==> src/pkg/bdps_pkg.sv <==
package bdps_pkg;
	// ************************************************************
	// strap codes: divider band index on the analog strap pin
	// ************************************************************
	localparam int STRAP_BAND_W = 4;
	localparam logic STRAP_FLASH_DEFAULT = 1'b1;

	typedef enum logic [2:0] {
		BDPS_DB_NO_RESPONSE = 3'h0,
		BDPS_DB_WAIT_SUPPLY_INT = 3'h1,
		BDPS_DB_HOST_WAIT_INT = 3'h2,
		BDPS_DB_WAIT_SUPPLY_EXT = 3'h3,
		BDPS_DB_HOST_WAIT_EXT = 3'h4,
		BDPS_DB_NO_WAIT = 3'h5
	} bdps_db_mode_t;

	typedef enum logic [2:0] {
		BDPS_CFG_SAFE = 3'h0,
		BDPS_CFG_INF_WAIT = 3'h1,
		BDPS_CFG_PROFILE1 = 3'h2,
		BDPS_CFG_PROFILE2 = 3'h3,
		BDPS_CFG_PROFILE3 = 3'h4,
		BDPS_CFG_PROFILE4 = 3'h5,
		BDPS_CFG_PROFILE5 = 3'h6,
		BDPS_CFG_RESERVED = 3'h7
	} bdps_cfg_t;

	typedef enum logic [1:0] {
		BDPS_PWR_ACTIVE = 2'h0,
		BDPS_PWR_IDLE = 2'h1,
		BDPS_PWR_SLEEP = 2'h2
	} bdps_pwr_t;

	typedef enum logic [1:0] {
		BDPS_ROLE_NONE = 2'h0,
		BDPS_ROLE_SOURCE = 2'h1,
		BDPS_ROLE_SINK = 2'h2,
		BDPS_ROLE_DUAL = 2'h3
	} bdps_role_t;

	// ************************************************************
	// profile electrical values, millivolt and milliamp
	// ************************************************************
	localparam logic [15:0] V5_MV = 16'h1388;
	localparam logic [15:0] V20_MV = 16'h4E20;
	localparam logic [15:0] I09_MA = 16'h0384;
	localparam logic [15:0] I30_MA = 16'h0BB8;

	// ************************************************************
	// clocks and timing
	// ************************************************************
	localparam int CLK_HZ = 20_000_000;
	localparam int CORE_ACTIVE_HZ = 12_000_000;
	localparam int CORE_IDLE_HZ = 5_000_000;
	localparam int CORE_SLEEP_HZ = 100_000;
	localparam int SLOW_OSC_HZ = 100_000;
	localparam int SLOW_DIV = CLK_HZ / SLOW_OSC_HZ;
	localparam int IDLE_DIV = CLK_HZ / CORE_IDLE_HZ;
	localparam int FAST_OSC_START_US = 10;
	localparam int FAST_OSC_START_CYC = (FAST_OSC_START_US * CLK_HZ + 999_999) / 1_000_000;
	localparam int DIV_W = 8;
endpackage : bdps_pkg

==> src/pkg/bdps_wake_if.sv <==
interface bdps_wake_if;
	import bdps_pkg::*;
	logic attach_evt;
	logic i2c_evt;
	logic pd_evt;
	logic wake_req;
	logic pd_drop;
	bdps_pwr_t state;

	modport filt (input state, input attach_evt, input i2c_evt, input pd_evt,
		output wake_req, output pd_drop);
	modport ctl (output state, output attach_evt, output i2c_evt, output pd_evt,
		input wake_req, input pd_drop);
endinterface : bdps_wake_if

==> src/design/bdps_wake_filter.sv <==
module bdps_wake_filter (
	// clock and reset
	input wire logic clk_in,
	input wire logic rst_n_in,
	// wake events
	bdps_wake_if.filt wk
);
	import bdps_pkg::*;

	logic wake_q;
	logic drop_q;

	always_ff @(posedge clk_in or negedge rst_n_in) begin
		if (!rst_n_in) begin
			wake_q <= 1'b0;
		end else begin
			unique case (wk.state)
				BDPS_PWR_IDLE: wake_q <= wk.attach_evt | wk.i2c_evt | wk.pd_evt;
				BDPS_PWR_SLEEP: wake_q <= wk.attach_evt | wk.i2c_evt;
				default: wake_q <= 1'b0;
			endcase
		end
	end

	// message that woke from idle is thrown away
	always_ff @(posedge clk_in or negedge rst_n_in) begin
		if (!rst_n_in) begin
			drop_q <= 1'b0;
		end else begin
			drop_q <= (wk.state == BDPS_PWR_IDLE) && wk.pd_evt;
		end
	end

	assign wk.wake_req = wake_q;
	assign wk.pd_drop = drop_q;
endmodule : bdps_wake_filter

==> src/design/bdps_div.sv <==
module bdps_div #(
	parameter int DIV = 4
) (
	// clock and reset
	input wire logic clk_in,
	input wire logic rst_n_in,
	// control
	input wire logic run_in,
	output logic tick_out
);
	import bdps_pkg::*;

	logic [DIV_W-1:0] cnt_q;

	always_ff @(posedge clk_in or negedge rst_n_in) begin
		if (!rst_n_in) begin
			cnt_q <= '0;
			tick_out <= 1'b0;
		end else if (!run_in) begin
			cnt_q <= '0;
			tick_out <= 1'b0;
		end else if (cnt_q == DIV_W'(DIV - 1)) begin
			cnt_q <= '0;
			tick_out <= 1'b1;
		end else begin
			cnt_q <= cnt_q + 1'b1;
			tick_out <= 1'b0;
		end
	end
endmodule : bdps_div

==> src/design/bdps_ctl.sv <==
// Summary of operation
// - after power-up, try loading configuration over SPI or I2C
// - no configuration obtained: apply strapped default configuration behaviour
// - safe default: ports off; from VBUS only legacy sink
// - infinite wait: remain in boot until configuration arrives
// - profile one: source only, internal switch, 5 V 3 A, no alt modes
// - profile two: sink only, internal switch, 5 V 0.9-3 A
// - profile three: sink only, internal switch, 5-20 V 0.9-3 A
// - profile four: sink, external switch, 5 V sink, 5 V 3 A source
// - profile five: sink, external switch, 5-20 V sink, 5 V 3 A source
// - exactly one of active, idle, sleep at all times
// - detection always; I2C active/idle; PD, SPI active; sleep only unconnected
// - core 12 MHz, 4-6 MHz, 100 kHz; fast oscillator off only asleep
// - PD message wakes idle, never sleep
// - I2C traffic or attach change wakes idle and sleep
// - PD message that woke from idle is discarded
// - regulator fed from VBUS: ports sink only
// - fast oscillator clocks core normally; slow one clocks timers and low power
// - dead-battery and default configuration come from straps at boot
module bdps_ctl (
	// clock and reset
	input wire logic clk_in,
	input wire logic rst_n_in,
	// strap pins
	input wire logic flash_data_in_pin_in,
	input wire logic [bdps_pkg::STRAP_BAND_W-1:0] first_analog_input_pin_in,
	// supply status
	input wire logic main_supply_input_in,
	input wire logic vbus_present_in,
	// configuration load
	input wire logic cfg_loaded_in,
	input wire logic cfg_fail_in,
	// port and host events
	input wire logic port_connected_in,
	input wire logic attach_change_in,
	input wire logic i2c_activity_in,
	input wire logic pd_msg_in,
	input wire logic idle_req_in,
	input wire logic sleep_req_in,
	// boot outputs
	output logic boot_busy_out,
	output logic cfg_fetch_out,
	output bdps_pkg::bdps_db_mode_t db_mode_out,
	output bdps_pkg::bdps_cfg_t default_cfg_out,
	output logic default_applied_out,
	output logic ports_enabled_out,
	output bdps_pkg::bdps_role_t port_role_out,
	output logic legacy_sink_out,
	output logic ext_switch_out,
	output logic external_sink_switch_ctl_out,
	output logic first_internal_hv_path_out,
	output logic [15:0] src_mv_out,
	output logic [15:0] src_ma_out,
	output logic [15:0] snk_min_mv_out,
	output logic [15:0] snk_max_mv_out,
	output logic [15:0] snk_min_ma_out,
	output logic [15:0] snk_max_ma_out,
	output logic alt_modes_out,
	output logic sink_only_out,
	// power state outputs
	output bdps_pkg::bdps_pwr_t pwr_state_out,
	output logic fast_osc_en_out,
	output logic slow_osc_en_out,
	output logic core_tick_out,
	output logic timer_tick_out,
	output logic detect_en_out,
	output logic i2c_en_out,
	output logic pd_en_out,
	output logic spi_en_out,
	output logic pd_drop_out
);
	import bdps_pkg::*;

	// ************************************************************
	// input synchronisers
	// ************************************************************
	localparam int SYN_W = 9 + STRAP_BAND_W;
	logic [SYN_W-1:0] syn1_q;
	logic [SYN_W-1:0] syn2_q;
	logic [SYN_W-1:0] raw;
	assign raw = {flash_data_in_pin_in, first_analog_input_pin_in, main_supply_input_in,
		vbus_present_in, port_connected_in, attach_change_in, i2c_activity_in, pd_msg_in,
		idle_req_in, sleep_req_in};

	always_ff @(posedge clk_in or negedge rst_n_in) begin
		if (!rst_n_in) begin
			syn1_q <= '0;
			syn2_q <= '0;
		end else begin
			syn1_q <= raw;
			syn2_q <= syn1_q;
		end
	end

	logic s_flash;
	logic [STRAP_BAND_W-1:0] s_band;
	logic s_vin;
	logic s_vbus;
	logic s_conn;
	logic s_att;
	logic s_i2c;
	logic s_pd;
	logic s_idle;
	logic s_sleep;
	assign {s_flash, s_band, s_vin, s_vbus, s_conn, s_att, s_i2c, s_pd, s_idle, s_sleep} = syn2_q;

	// ************************************************************
	// strap decode
	// ************************************************************
	function automatic bdps_db_mode_t db_decode(input logic fl, input logic [3:0] b);
		if (fl) begin
			unique case (b)
				4'h0, 4'h1: db_decode = BDPS_DB_NO_RESPONSE;
				4'h2: db_decode = BDPS_DB_WAIT_SUPPLY_INT;
				4'h3: db_decode = BDPS_DB_HOST_WAIT_INT;
				4'h4: db_decode = BDPS_DB_WAIT_SUPPLY_EXT;
				4'h5: db_decode = BDPS_DB_HOST_WAIT_EXT;
				default: db_decode = BDPS_DB_NO_WAIT;
			endcase
		end else begin
			unique case (b)
				4'h0, 4'h1, 4'h8: db_decode = BDPS_DB_NO_RESPONSE;
				4'h3: db_decode = BDPS_DB_HOST_WAIT_INT;
				4'h5: db_decode = BDPS_DB_HOST_WAIT_EXT;
				default: db_decode = BDPS_DB_NO_WAIT;
			endcase
		end
	endfunction : db_decode

	function automatic bdps_cfg_t cfg_decode(input logic fl, input logic [3:0] b);
		if (fl) begin
			unique case (b)
				4'h3, 4'h5: cfg_decode = BDPS_CFG_INF_WAIT;
				default: cfg_decode = BDPS_CFG_SAFE;
			endcase
		end else begin
			unique case (b)
				4'h0, 4'h1: cfg_decode = BDPS_CFG_PROFILE1;
				4'h2: cfg_decode = BDPS_CFG_PROFILE2;
				4'h3, 4'h5: cfg_decode = BDPS_CFG_INF_WAIT;
				4'h4: cfg_decode = BDPS_CFG_PROFILE3;
				4'h6: cfg_decode = BDPS_CFG_PROFILE4;
				4'h7, 4'h8: cfg_decode = BDPS_CFG_RESERVED;
				default: cfg_decode = BDPS_CFG_PROFILE5;
			endcase
		end
	endfunction : cfg_decode

	// ************************************************************
	// boot sequencer
	// ************************************************************
	typedef enum logic [2:0] {
		BDPS_B_STRAP = 3'h0,
		BDPS_B_SUPPLY = 3'h1,
		BDPS_B_FETCH = 3'h2,
		BDPS_B_DEFAULT = 3'h3,
		BDPS_B_RUN = 3'h4
	} bdps_boot_t;

	bdps_boot_t boot_q;
	logic strap_done_q;
	logic ext_sw;
	logic int_sw;
	logic db_hold;
	logic from_vbus;
	logic host_wait;
	logic [2:0] phase_q;

	assign from_vbus = s_vbus && !s_vin;
	assign ext_sw = (db_mode_out == BDPS_DB_WAIT_SUPPLY_EXT) || (db_mode_out == BDPS_DB_HOST_WAIT_EXT);
	assign int_sw = (db_mode_out == BDPS_DB_WAIT_SUPPLY_INT) || (db_mode_out == BDPS_DB_HOST_WAIT_INT);
	assign host_wait = (db_mode_out == BDPS_DB_HOST_WAIT_INT) || (db_mode_out == BDPS_DB_HOST_WAIT_EXT);
	assign db_hold = !s_vin && (db_mode_out != BDPS_DB_NO_WAIT) && !host_wait;

	// mod-5 phase: 12 MHz core; 2 marks sync settled
	always_ff @(posedge clk_in or negedge rst_n_in) begin
		if (!rst_n_in) phase_q <= '0;
		else phase_q <= (phase_q == 3'h4) ? 3'h0 : phase_q + 3'h1;
	end

	always_ff @(posedge clk_in or negedge rst_n_in) begin
		if (!rst_n_in) begin
			strap_done_q <= 1'b0;
			db_mode_out <= BDPS_DB_NO_RESPONSE;
			default_cfg_out <= BDPS_CFG_SAFE;
		end else if (!strap_done_q && phase_q == 3'h2) begin
			strap_done_q <= 1'b1;
			db_mode_out <= db_decode(s_flash, s_band);
			default_cfg_out <= cfg_decode(s_flash, s_band);
		end
	end

	always_ff @(posedge clk_in or negedge rst_n_in) begin
		if (!rst_n_in) begin
			boot_q <= BDPS_B_STRAP;
		end else begin
			unique case (boot_q)
				BDPS_B_STRAP: if (strap_done_q) boot_q <= BDPS_B_SUPPLY;
				BDPS_B_SUPPLY: if (!db_hold) boot_q <= BDPS_B_FETCH;
				BDPS_B_FETCH: begin
					if (cfg_loaded_in) begin
						boot_q <= BDPS_B_RUN;
					end else if (cfg_fail_in && !host_wait
						&& default_cfg_out != BDPS_CFG_INF_WAIT) begin
						boot_q <= BDPS_B_DEFAULT;
					end
				end
				BDPS_B_DEFAULT: boot_q <= BDPS_B_RUN;
				BDPS_B_RUN: boot_q <= BDPS_B_RUN;
				default: boot_q <= BDPS_B_STRAP;
			endcase
		end
	end

	always_ff @(posedge clk_in or negedge rst_n_in) begin
		if (!rst_n_in) begin
			boot_busy_out <= 1'b1;
			cfg_fetch_out <= 1'b0;
			default_applied_out <= 1'b0;
		end else begin
			boot_busy_out <= boot_q != BDPS_B_RUN;
			cfg_fetch_out <= boot_q == BDPS_B_FETCH;
			if (boot_q == BDPS_B_DEFAULT) default_applied_out <= 1'b1;
		end
	end

	// ************************************************************
	// default profile outputs
	// ************************************************************
	always_ff @(posedge clk_in or negedge rst_n_in) begin
		if (!rst_n_in) begin
			ports_enabled_out <= 1'b0;
			port_role_out <= BDPS_ROLE_NONE;
			legacy_sink_out <= 1'b0;
			ext_switch_out <= 1'b0;
			src_mv_out <= '0;
			src_ma_out <= '0;
			snk_min_mv_out <= '0;
			snk_max_mv_out <= '0;
			snk_min_ma_out <= '0;
			snk_max_ma_out <= '0;
			alt_modes_out <= 1'b0;
		end else if (boot_q == BDPS_B_DEFAULT) begin
			alt_modes_out <= 1'b0;
			ports_enabled_out <= 1'b1;
			legacy_sink_out <= 1'b0;
			src_mv_out <= '0;
			src_ma_out <= '0;
			snk_min_mv_out <= '0;
			snk_max_mv_out <= '0;
			snk_min_ma_out <= '0;
			snk_max_ma_out <= '0;
			ext_switch_out <= 1'b0;
			port_role_out <= BDPS_ROLE_SINK;
			unique case (default_cfg_out)
				BDPS_CFG_PROFILE1: begin
					port_role_out <= from_vbus ? BDPS_ROLE_SINK : BDPS_ROLE_SOURCE;
					src_mv_out <= from_vbus ? 16'h0000 : V5_MV;
					src_ma_out <= from_vbus ? 16'h0000 : I30_MA;
				end
				BDPS_CFG_PROFILE2, BDPS_CFG_PROFILE3: begin
					snk_min_mv_out <= V5_MV;
					snk_max_mv_out <= (default_cfg_out == BDPS_CFG_PROFILE3) ? V20_MV : V5_MV;
					snk_min_ma_out <= I09_MA;
					snk_max_ma_out <= I30_MA;
				end
				BDPS_CFG_PROFILE4, BDPS_CFG_PROFILE5: begin
					ext_switch_out <= 1'b1;
					snk_min_mv_out <= V5_MV;
					snk_max_mv_out <= (default_cfg_out == BDPS_CFG_PROFILE5) ? V20_MV : V5_MV;
					snk_min_ma_out <= I09_MA;
					snk_max_ma_out <= I30_MA;
					src_mv_out <= from_vbus ? 16'h0000 : V5_MV;
					src_ma_out <= from_vbus ? 16'h0000 : I30_MA;
				end
				default: begin
					ports_enabled_out <= 1'b0;
					legacy_sink_out <= from_vbus;
					port_role_out <= from_vbus ? BDPS_ROLE_SINK : BDPS_ROLE_NONE;
				end
			endcase
		end
	end

	// dead-battery sink path selection
	always_ff @(posedge clk_in or negedge rst_n_in) begin
		if (!rst_n_in) begin
			external_sink_switch_ctl_out <= 1'b0;
			first_internal_hv_path_out <= 1'b0;
			sink_only_out <= 1'b0;
		end else begin
			external_sink_switch_ctl_out <= strap_done_q && ext_sw && from_vbus;
			first_internal_hv_path_out <= strap_done_q && int_sw && from_vbus;
			sink_only_out <= from_vbus;
		end
	end

	// ************************************************************
	// power states
	// ************************************************************
	bdps_wake_if wk ();
	bdps_pwr_t pwr_q;
	logic [DIV_W-1:0] osc_cnt_q;
	logic osc_ready;
	logic idle_tick;
	logic slow_tick;

	assign osc_ready = osc_cnt_q == '0;
	assign wk.state = pwr_q;
	assign wk.attach_evt = s_att;
	assign wk.i2c_evt = s_i2c;
	assign wk.pd_evt = s_pd;

	bdps_wake_filter u_wake (
		.clk_in(clk_in),
		.rst_n_in(rst_n_in),
		.wk(wk)
	);

	always_ff @(posedge clk_in or negedge rst_n_in) begin
		if (!rst_n_in) begin
			pwr_q <= BDPS_PWR_ACTIVE;
		end else if (boot_q == BDPS_B_RUN) begin
			unique case (pwr_q)
				BDPS_PWR_ACTIVE: begin
					if (s_sleep && !s_conn) pwr_q <= BDPS_PWR_SLEEP;
					else if (s_idle) pwr_q <= BDPS_PWR_IDLE;
				end
				BDPS_PWR_IDLE: begin
					if (wk.wake_req) pwr_q <= BDPS_PWR_ACTIVE;
					else if (s_sleep && !s_conn) pwr_q <= BDPS_PWR_SLEEP;
				end
				BDPS_PWR_SLEEP: if (wk.wake_req) pwr_q <= BDPS_PWR_IDLE;
				default: pwr_q <= BDPS_PWR_ACTIVE;
			endcase
		end
	end

	// fast oscillator restart delay after leaving sleep
	always_ff @(posedge clk_in or negedge rst_n_in) begin
		if (!rst_n_in) begin
			osc_cnt_q <= '0;
		end else if (pwr_q == BDPS_PWR_SLEEP) begin
			osc_cnt_q <= DIV_W'(FAST_OSC_START_CYC);
		end else if (!osc_ready) begin
			osc_cnt_q <= osc_cnt_q - 1'b1;
		end
	end

	bdps_div #(.DIV(IDLE_DIV)) u_idle_div (
		.clk_in(clk_in),
		.rst_n_in(rst_n_in),
		.run_in(pwr_q == BDPS_PWR_IDLE),
		.tick_out(idle_tick)
	);

	bdps_div #(.DIV(SLOW_DIV)) u_slow_div (
		.clk_in(clk_in),
		.rst_n_in(rst_n_in),
		.run_in(1'b1),
		.tick_out(slow_tick)
	);

	always_ff @(posedge clk_in or negedge rst_n_in) begin
		if (!rst_n_in) begin
			pwr_state_out <= BDPS_PWR_ACTIVE;
			fast_osc_en_out <= 1'b1;
			slow_osc_en_out <= 1'b1;
			core_tick_out <= 1'b0;
			timer_tick_out <= 1'b0;
			detect_en_out <= 1'b1;
			i2c_en_out <= 1'b0;
			pd_en_out <= 1'b0;
			spi_en_out <= 1'b0;
			pd_drop_out <= 1'b0;
		end else begin
			pwr_state_out <= pwr_q;
			fast_osc_en_out <= pwr_q != BDPS_PWR_SLEEP;
			slow_osc_en_out <= 1'b1;
			timer_tick_out <= slow_tick;
			unique case (pwr_q)
				BDPS_PWR_ACTIVE: core_tick_out <= osc_ready && phase_q < 3'h3;
				BDPS_PWR_IDLE: core_tick_out <= idle_tick;
				default: core_tick_out <= slow_tick;
			endcase
			detect_en_out <= 1'b1;
			i2c_en_out <= (pwr_q != BDPS_PWR_SLEEP) && osc_ready;
			pd_en_out <= (pwr_q == BDPS_PWR_ACTIVE) && osc_ready;
			spi_en_out <= ((pwr_q == BDPS_PWR_ACTIVE) && osc_ready)
				|| (boot_q == BDPS_B_FETCH);
			pd_drop_out <= wk.pd_drop;
		end
	end
endmodule : bdps_ctl

==> config.mk <==
export PLATFORM = sky130hd
export DESIGN_NAME = bdps_ctl
export DESIGN_NICKNAME = d
export VERILOG_FILES = /design/src/pkg/bdps_pkg.sv /design/src/pkg/bdps_wake_if.sv /design/src/design/bdps_wake_filter.sv /design/src/design/bdps_div.sv /design/src/design/bdps_ctl.sv
export SDC_FILE = /design/constraint.sdc
export NUM_CORES = 1
export LEC_CHECK = 0
export BUFFER_PORTS_ARGS = -buffer_cell sky130_fd_sc_hd__buf_2
export CORE_ASPECT_RATIO = 1.2
export CORE_MARGIN = 2
export CORE_UTILIZATION = 45
export DETAILED_ROUTE_END_ITERATION = 16
export PLACE_DENSITY = 0.72
export SYNTH_ARGS = -nofsm -noshare
export SYNTH_HDL_FRONTEND = slang
export SYNTH_HIERARCHICAL = 1
export SYNTH_SLANG_ARGS = --single-unit
==> constraint.sdc <==
create_clock -name clk_in -period 2.2 [get_ports clk_in]
set_input_delay 0.44 -clock clk_in [delete_from_list [all_inputs] [get_ports clk_in]]
set_output_delay 0.44 -clock clk_in [all_outputs]
set_load 0.005 [all_outputs]
======== Yosys cells after proc, flatten, opt, wreduce, memory -nomap -nowiden ========
Memories as Yosys holds them, arrays and structs flattened.
Cells that the tools add are included.
storage, ports and cells
  register bits ........................... 185
  ROM bits ................................ 48
  input port bits ......................... 17
  output and inout port bits .............. 125
  word-level logic and storage cells ...... 164
  memories kept ........................... 1
operators by class
  add/subtract/negate cells ............... 4
  order comparisons ....................... 1
  equality and inequality tests ........... 36
  multiplexer cells ....................... 43
  bitwise gates (word level) .............. 2
  reductions and logical operators ........ 38
memory list
  name             depth  bits a word  read ports  clocked after memory_dff  wr ports  line             text
  (no name shown)  16     3            1           0                         0         bdps_ctl.sv:137  unique case (b)
operators by type and width
  operator             number
  $mux 8               5
  $mux 13              3
  $mux 12              3
  $mux 15              2
  $pmux 15 s2          1
  $eq 3x2->1 const B   7
  $mux 3               7
  $eq 3x3->1 const B   6
  $add 8x1->8 const B  2
  $logic_and 1x1->1    15
  $ne 3x3->1 const B   5
  $pmux 3 s5           1
  $mux 2               7
  $pmux 3 s4           1
  $mux 10              1
  $reduce_or 2->1      5
  $pmux 3 s3           1
  $eq 4x2->1 const B   2
  $eq 4x3->1 const B   2
  $eq 8x2->1 const B   1
  $eq 8x8->1 const B   1
  $logic_not 8->1      1
  $sub 8x1->8 const B  1
  $mux 1               7
  24 further kinds     37

======== Depth between registers and ports, before layout ========
  word-level depth ........................ 8
  mapped depth ............................ 8
  mapped depth without buffers ............ 6

======== By module ========
Netlist, hierarchy kept.
by module, submodules not included
  module                  instances  cells an instance  area each (um2)  sequential area each (um2)
  bdps_ctl                1          334                3563.4           1854.3
  bdps_div at u_slow_div  1          41                 432.9            225.2
  bdps_div at u_idle_div  1          40                 421.7            225.2
  bdps_wake_filter        1          10                 101.3            50.0

======== Least setup slack after synthesis ========
No wires, ideal clock.
  kind .................................... reg2reg
  start ................................... register osc_cnt_q[0]
  end ..................................... register osc_cnt_q[1]
  library setup time ...................... 87 ps
  arrival ................................. 1757 ps
  data required time ...................... 2113 ps
  setup slack ............................. 356 ps
  cell stages (with the launch flop) ...... 8
  buffers on the path ..................... 2
  clock period less this slack ............ 1844 ps
  path through ............................ dfrtp_1 -> inv_1 -> ha_1 -> or3b_1 -> clkbuf_2 -> or3_1 -> buf_6 -> a211oi_2
on the way
  longest elaborated chain between the ends .. 3
  elaborated cells between the ends (all ways) .. 5
  classes of those cells .................. add/sub (1); eq/ne (1); mux (2); reduce/logical (1)
ends and longest elaborated chain
  element                 line             text
  from (decl)             bdps_ctl.sv:303  logic [DIV_W-1:0] osc_cnt_q;
  from (signal assigned)  bdps_ctl.sv:344  osc_cnt_q <= DIV_W'(FAST_OSC_START_CYC);
  from (signal assigned)  bdps_ctl.sv:346  osc_cnt_q <= osc_cnt_q - 1'b1;
  $sub 8x1->8             bdps_ctl.sv:346
  $mux 8                  bdps_ctl.sv:345  end else if (!osc_ready) begin
  $mux 8                  bdps_ctl.sv:343  end else if (pwr_q == BDPS_PWR_SLEEP) begin
Several ways; a longest one is shown, not always the timed one. The select of a mux whose other input is x is not followed.
A chain may end at the register's enable or synchronous reset.

======== Final worst setup path ========
Same ends and word-level chain as after synthesis.

==> impl_results.md <==
* Status: finished, final reports clean
* CORE AREA at 9910 sq um
* Largest net degree at the start of global routing at 47
* Worst setup EP type: flip-flop
* Clk pin slew, worst setup/hold paths at 0.06 ns
* Pins Over Slew Limit at 0
* Synth Area in XOR/XNOR at 2.33%
* Placed wire-length estimate at 5030 um
* Die height at 114 um
* Area Growth Syn to Fin at 8.67%
* Pleak at 2.44 nW
* Initial antenna violation count at 0
* Root buf cell: clkbuf_16
* Die Wd at 95.5 um
* Row cnt at 40
* Utilization after layout at 49.6%
* Avg Vias per Cell at 4.62
* Pre-CTS setup slack at 0.235 ns
* CTS hold repair buffers at 0
* IO Count at 142
* Cts repair resizes at 0
* RSZ-0062 raised after global routing: no
* CP Class: flip-flop to flip-flop
* Setup TNS at 0 ns
* Clk_skew at 0.00513 ns
* Post-synthesis adder-cell area fraction at 2.99%
* Largest stage delay on the critical path at 0.51 ns
* Pwr per Cell Area at 1010 nW/um^2
* Post-synth ARST share at 100%
* Clock Tree Buf Depth at 2
* Starting DRT DRC Count at 142
* Avg Synthesized Cell Area at 10.6 sq um
* Number of global-route vias before repair at 2547
* Hold Vio Cnt, Final at 0
* Layout cells sized above 1 at 23.3%
* Setup violations, final at 0
* Syn Std Cell Area at 4520 sq um
* CP arrival at 2.18 ns
* Congestion Overflow GR at 0
* VDD IR-drop max at 0.000428 V
* Tot GR Track Use at 13.2%
* Detail Route Antenna Nets at 0
* Final Critical Period at 1.96 ns
* Sequential share of the synthesized area at 52.1%
* Req. time, crit path at 2.41 ns
* Relative slew slack at 66.5%
* Crit start category: flip-flop
* DRC errors left at 0
* Largest family of logic cells by synthesized area: buffers and inverters
* Predominant post-synthesis flop cell: dfrtp_1
* Reg2reg start: osc_cnt_q[0]
* Post-synth EDFFs at 0
* Max Cap Violations at 0
* Vias at 2802
* Mux cell area share after synthesis at 0.941%
* DIE AREA at 10900 sq um
* Final period utilization at 89.2%
* Worst Setup SP: osc_cnt_q[0]
* Area post-placement at 4590 sq um
* Setup repair bufs after CTS at 0
* Final Power at 4.95 mW
* Slowest CP cell: or3_1
* CTS sink count at 94
* Simple-gate area share of the yosys netlist at 13.8%
* Setup WS post-layout at 0.238 ns
* Critical path's top delay family: simple AND/OR/NAND/NOR gates
* Nets at 503
* CTS tree: yes
* Min-delay worst type: primary input to async pin
* Synth Instances at 425
* Worst Path Buf+Inv at 1
* ANT cells at 0
* Commonest cells after routing, fill and taps aside: dfrtp_1, buf_2, conb_1
* Global-route wire length before repair at 11200 um
* Design area at 4910 sq um
* Critical Path Fanout Max at 7
* Gpl congestion at 0.804
* DR WL/cell at 11.3 um
* Most common cell after layout, fill and taps aside: dfrtp_1
* Post-synthesis compound-gate area fraction at 9.33%
* Critical path, cell by cell: inv_1 -> ha_1 -> or3b_1 -> or3_1 -> nor2_1 -> a211oi_2
* PortBufs at 79
* Yosys reg bits at 94
* Syn. warnings at 6
* Initial Utilization at 45.6%
* Htree depth at 3
* Cts bufs inserted at 9
* Clk_lat worst skew at 0.34 ns
* Worst-margin pin slew at 0.501 ns
* Max frequency at 510 MHz
* Pre-antenna DRT Iters at 4
* Total wire length at 6890 um
* Yosys cell types at 59
## cells by family after synthesis
kind of cell,after synthesis
simple gates,117
other cells,2
compound gates,62
buf+inv,123
mux,4
fa+ha+maj,11
flops,94
xor+xnor,12
## sequential cells by signal, indices dropped and copies added (netlist names), 8 cells and up
name and cells:
syn1_q 13, syn2_q 13, osc_cnt_q 8, u_idle_div/cnt_q 8
u_slow_div/cnt_q 8
## metal layers
metal / up-vias / global-route usage [%] / share of wire, %
li1: 1364 / - / -
met1: 1330 / 15.4 / 42
met2: 96 / 22.3 / 49
met3: 12 / 3.63 / 6.4
met4: 0 / 6.29 / 2.2
met5: - / 0 / 0
## per-stage QoR
step | hold WS (ns) | std cells
floorplan | 0.144 | 489
global placement | 0.333 | 591
detailed placement | 0.335 | 591
CTS | 0.0619 | 607
global route | 0.0842 | 607
finish | 0.0529 | 607
## layout make-up
cell class,count,area (sq um)
Clock inverter,6,85.1
Inverter,17,63.8
Tap cell,126,158
Multi-Input combinational cell,272,1580
Sequential cell,94,2350
Timing Repair Buffer,82,433
Clock buffer,10,239
Fill cell,911,5000
## path summary, 6_finish.rpt
path                                             to  slack, ns  cells past startpoint
worst max-delay path                   osc_cnt_q[1]       0.24                      6
worst min-delay path                     syn1_q[10]       0.05                      1
worst max register to register         osc_cnt_q[1]       0.24                      6
worst min register to register            syn2_q[1]       0.35                      0
max in group asynchronous       u_slow_div/cnt_q[5]       1.54                      2
min in group clk_in                       syn1_q[8]       0.20                      1
## power by group
part           switching [mW]  total [mW]  internal [mW]
combinational           0.518        1.04          0.518
sequential              0.258        2.25           1.99
clock                   0.638        1.66           1.02
## cell usage after synthesis (3+ instances only)
library cell	instances	share of area (%)
a21oi_1	15	1.7
o21a_1	3	0.50
xor2_1	6	1.2
nor3b_1	4	0.66
nand4_1	4	0.55
inv_1	17	1.4
dfrtp_1	92	51
o21ai_0	15	1.7
ha_1	10	2.8
nand2b_1	9	1.2
xnor2_1	6	1.2
nor3_1	6	0.66
nor2b_1	8	1.1
o31ai_1	9	1.5
nand2_1	28	2.3
clkbuf_1	9	0.75
o211ai_1	3	0.50
or3_1	8	1.1
nor2_1	25	2.1
buf_4	95	16
nand3_1	8	0.89
No activity file was read; power rests on OpenSTA's default activity.
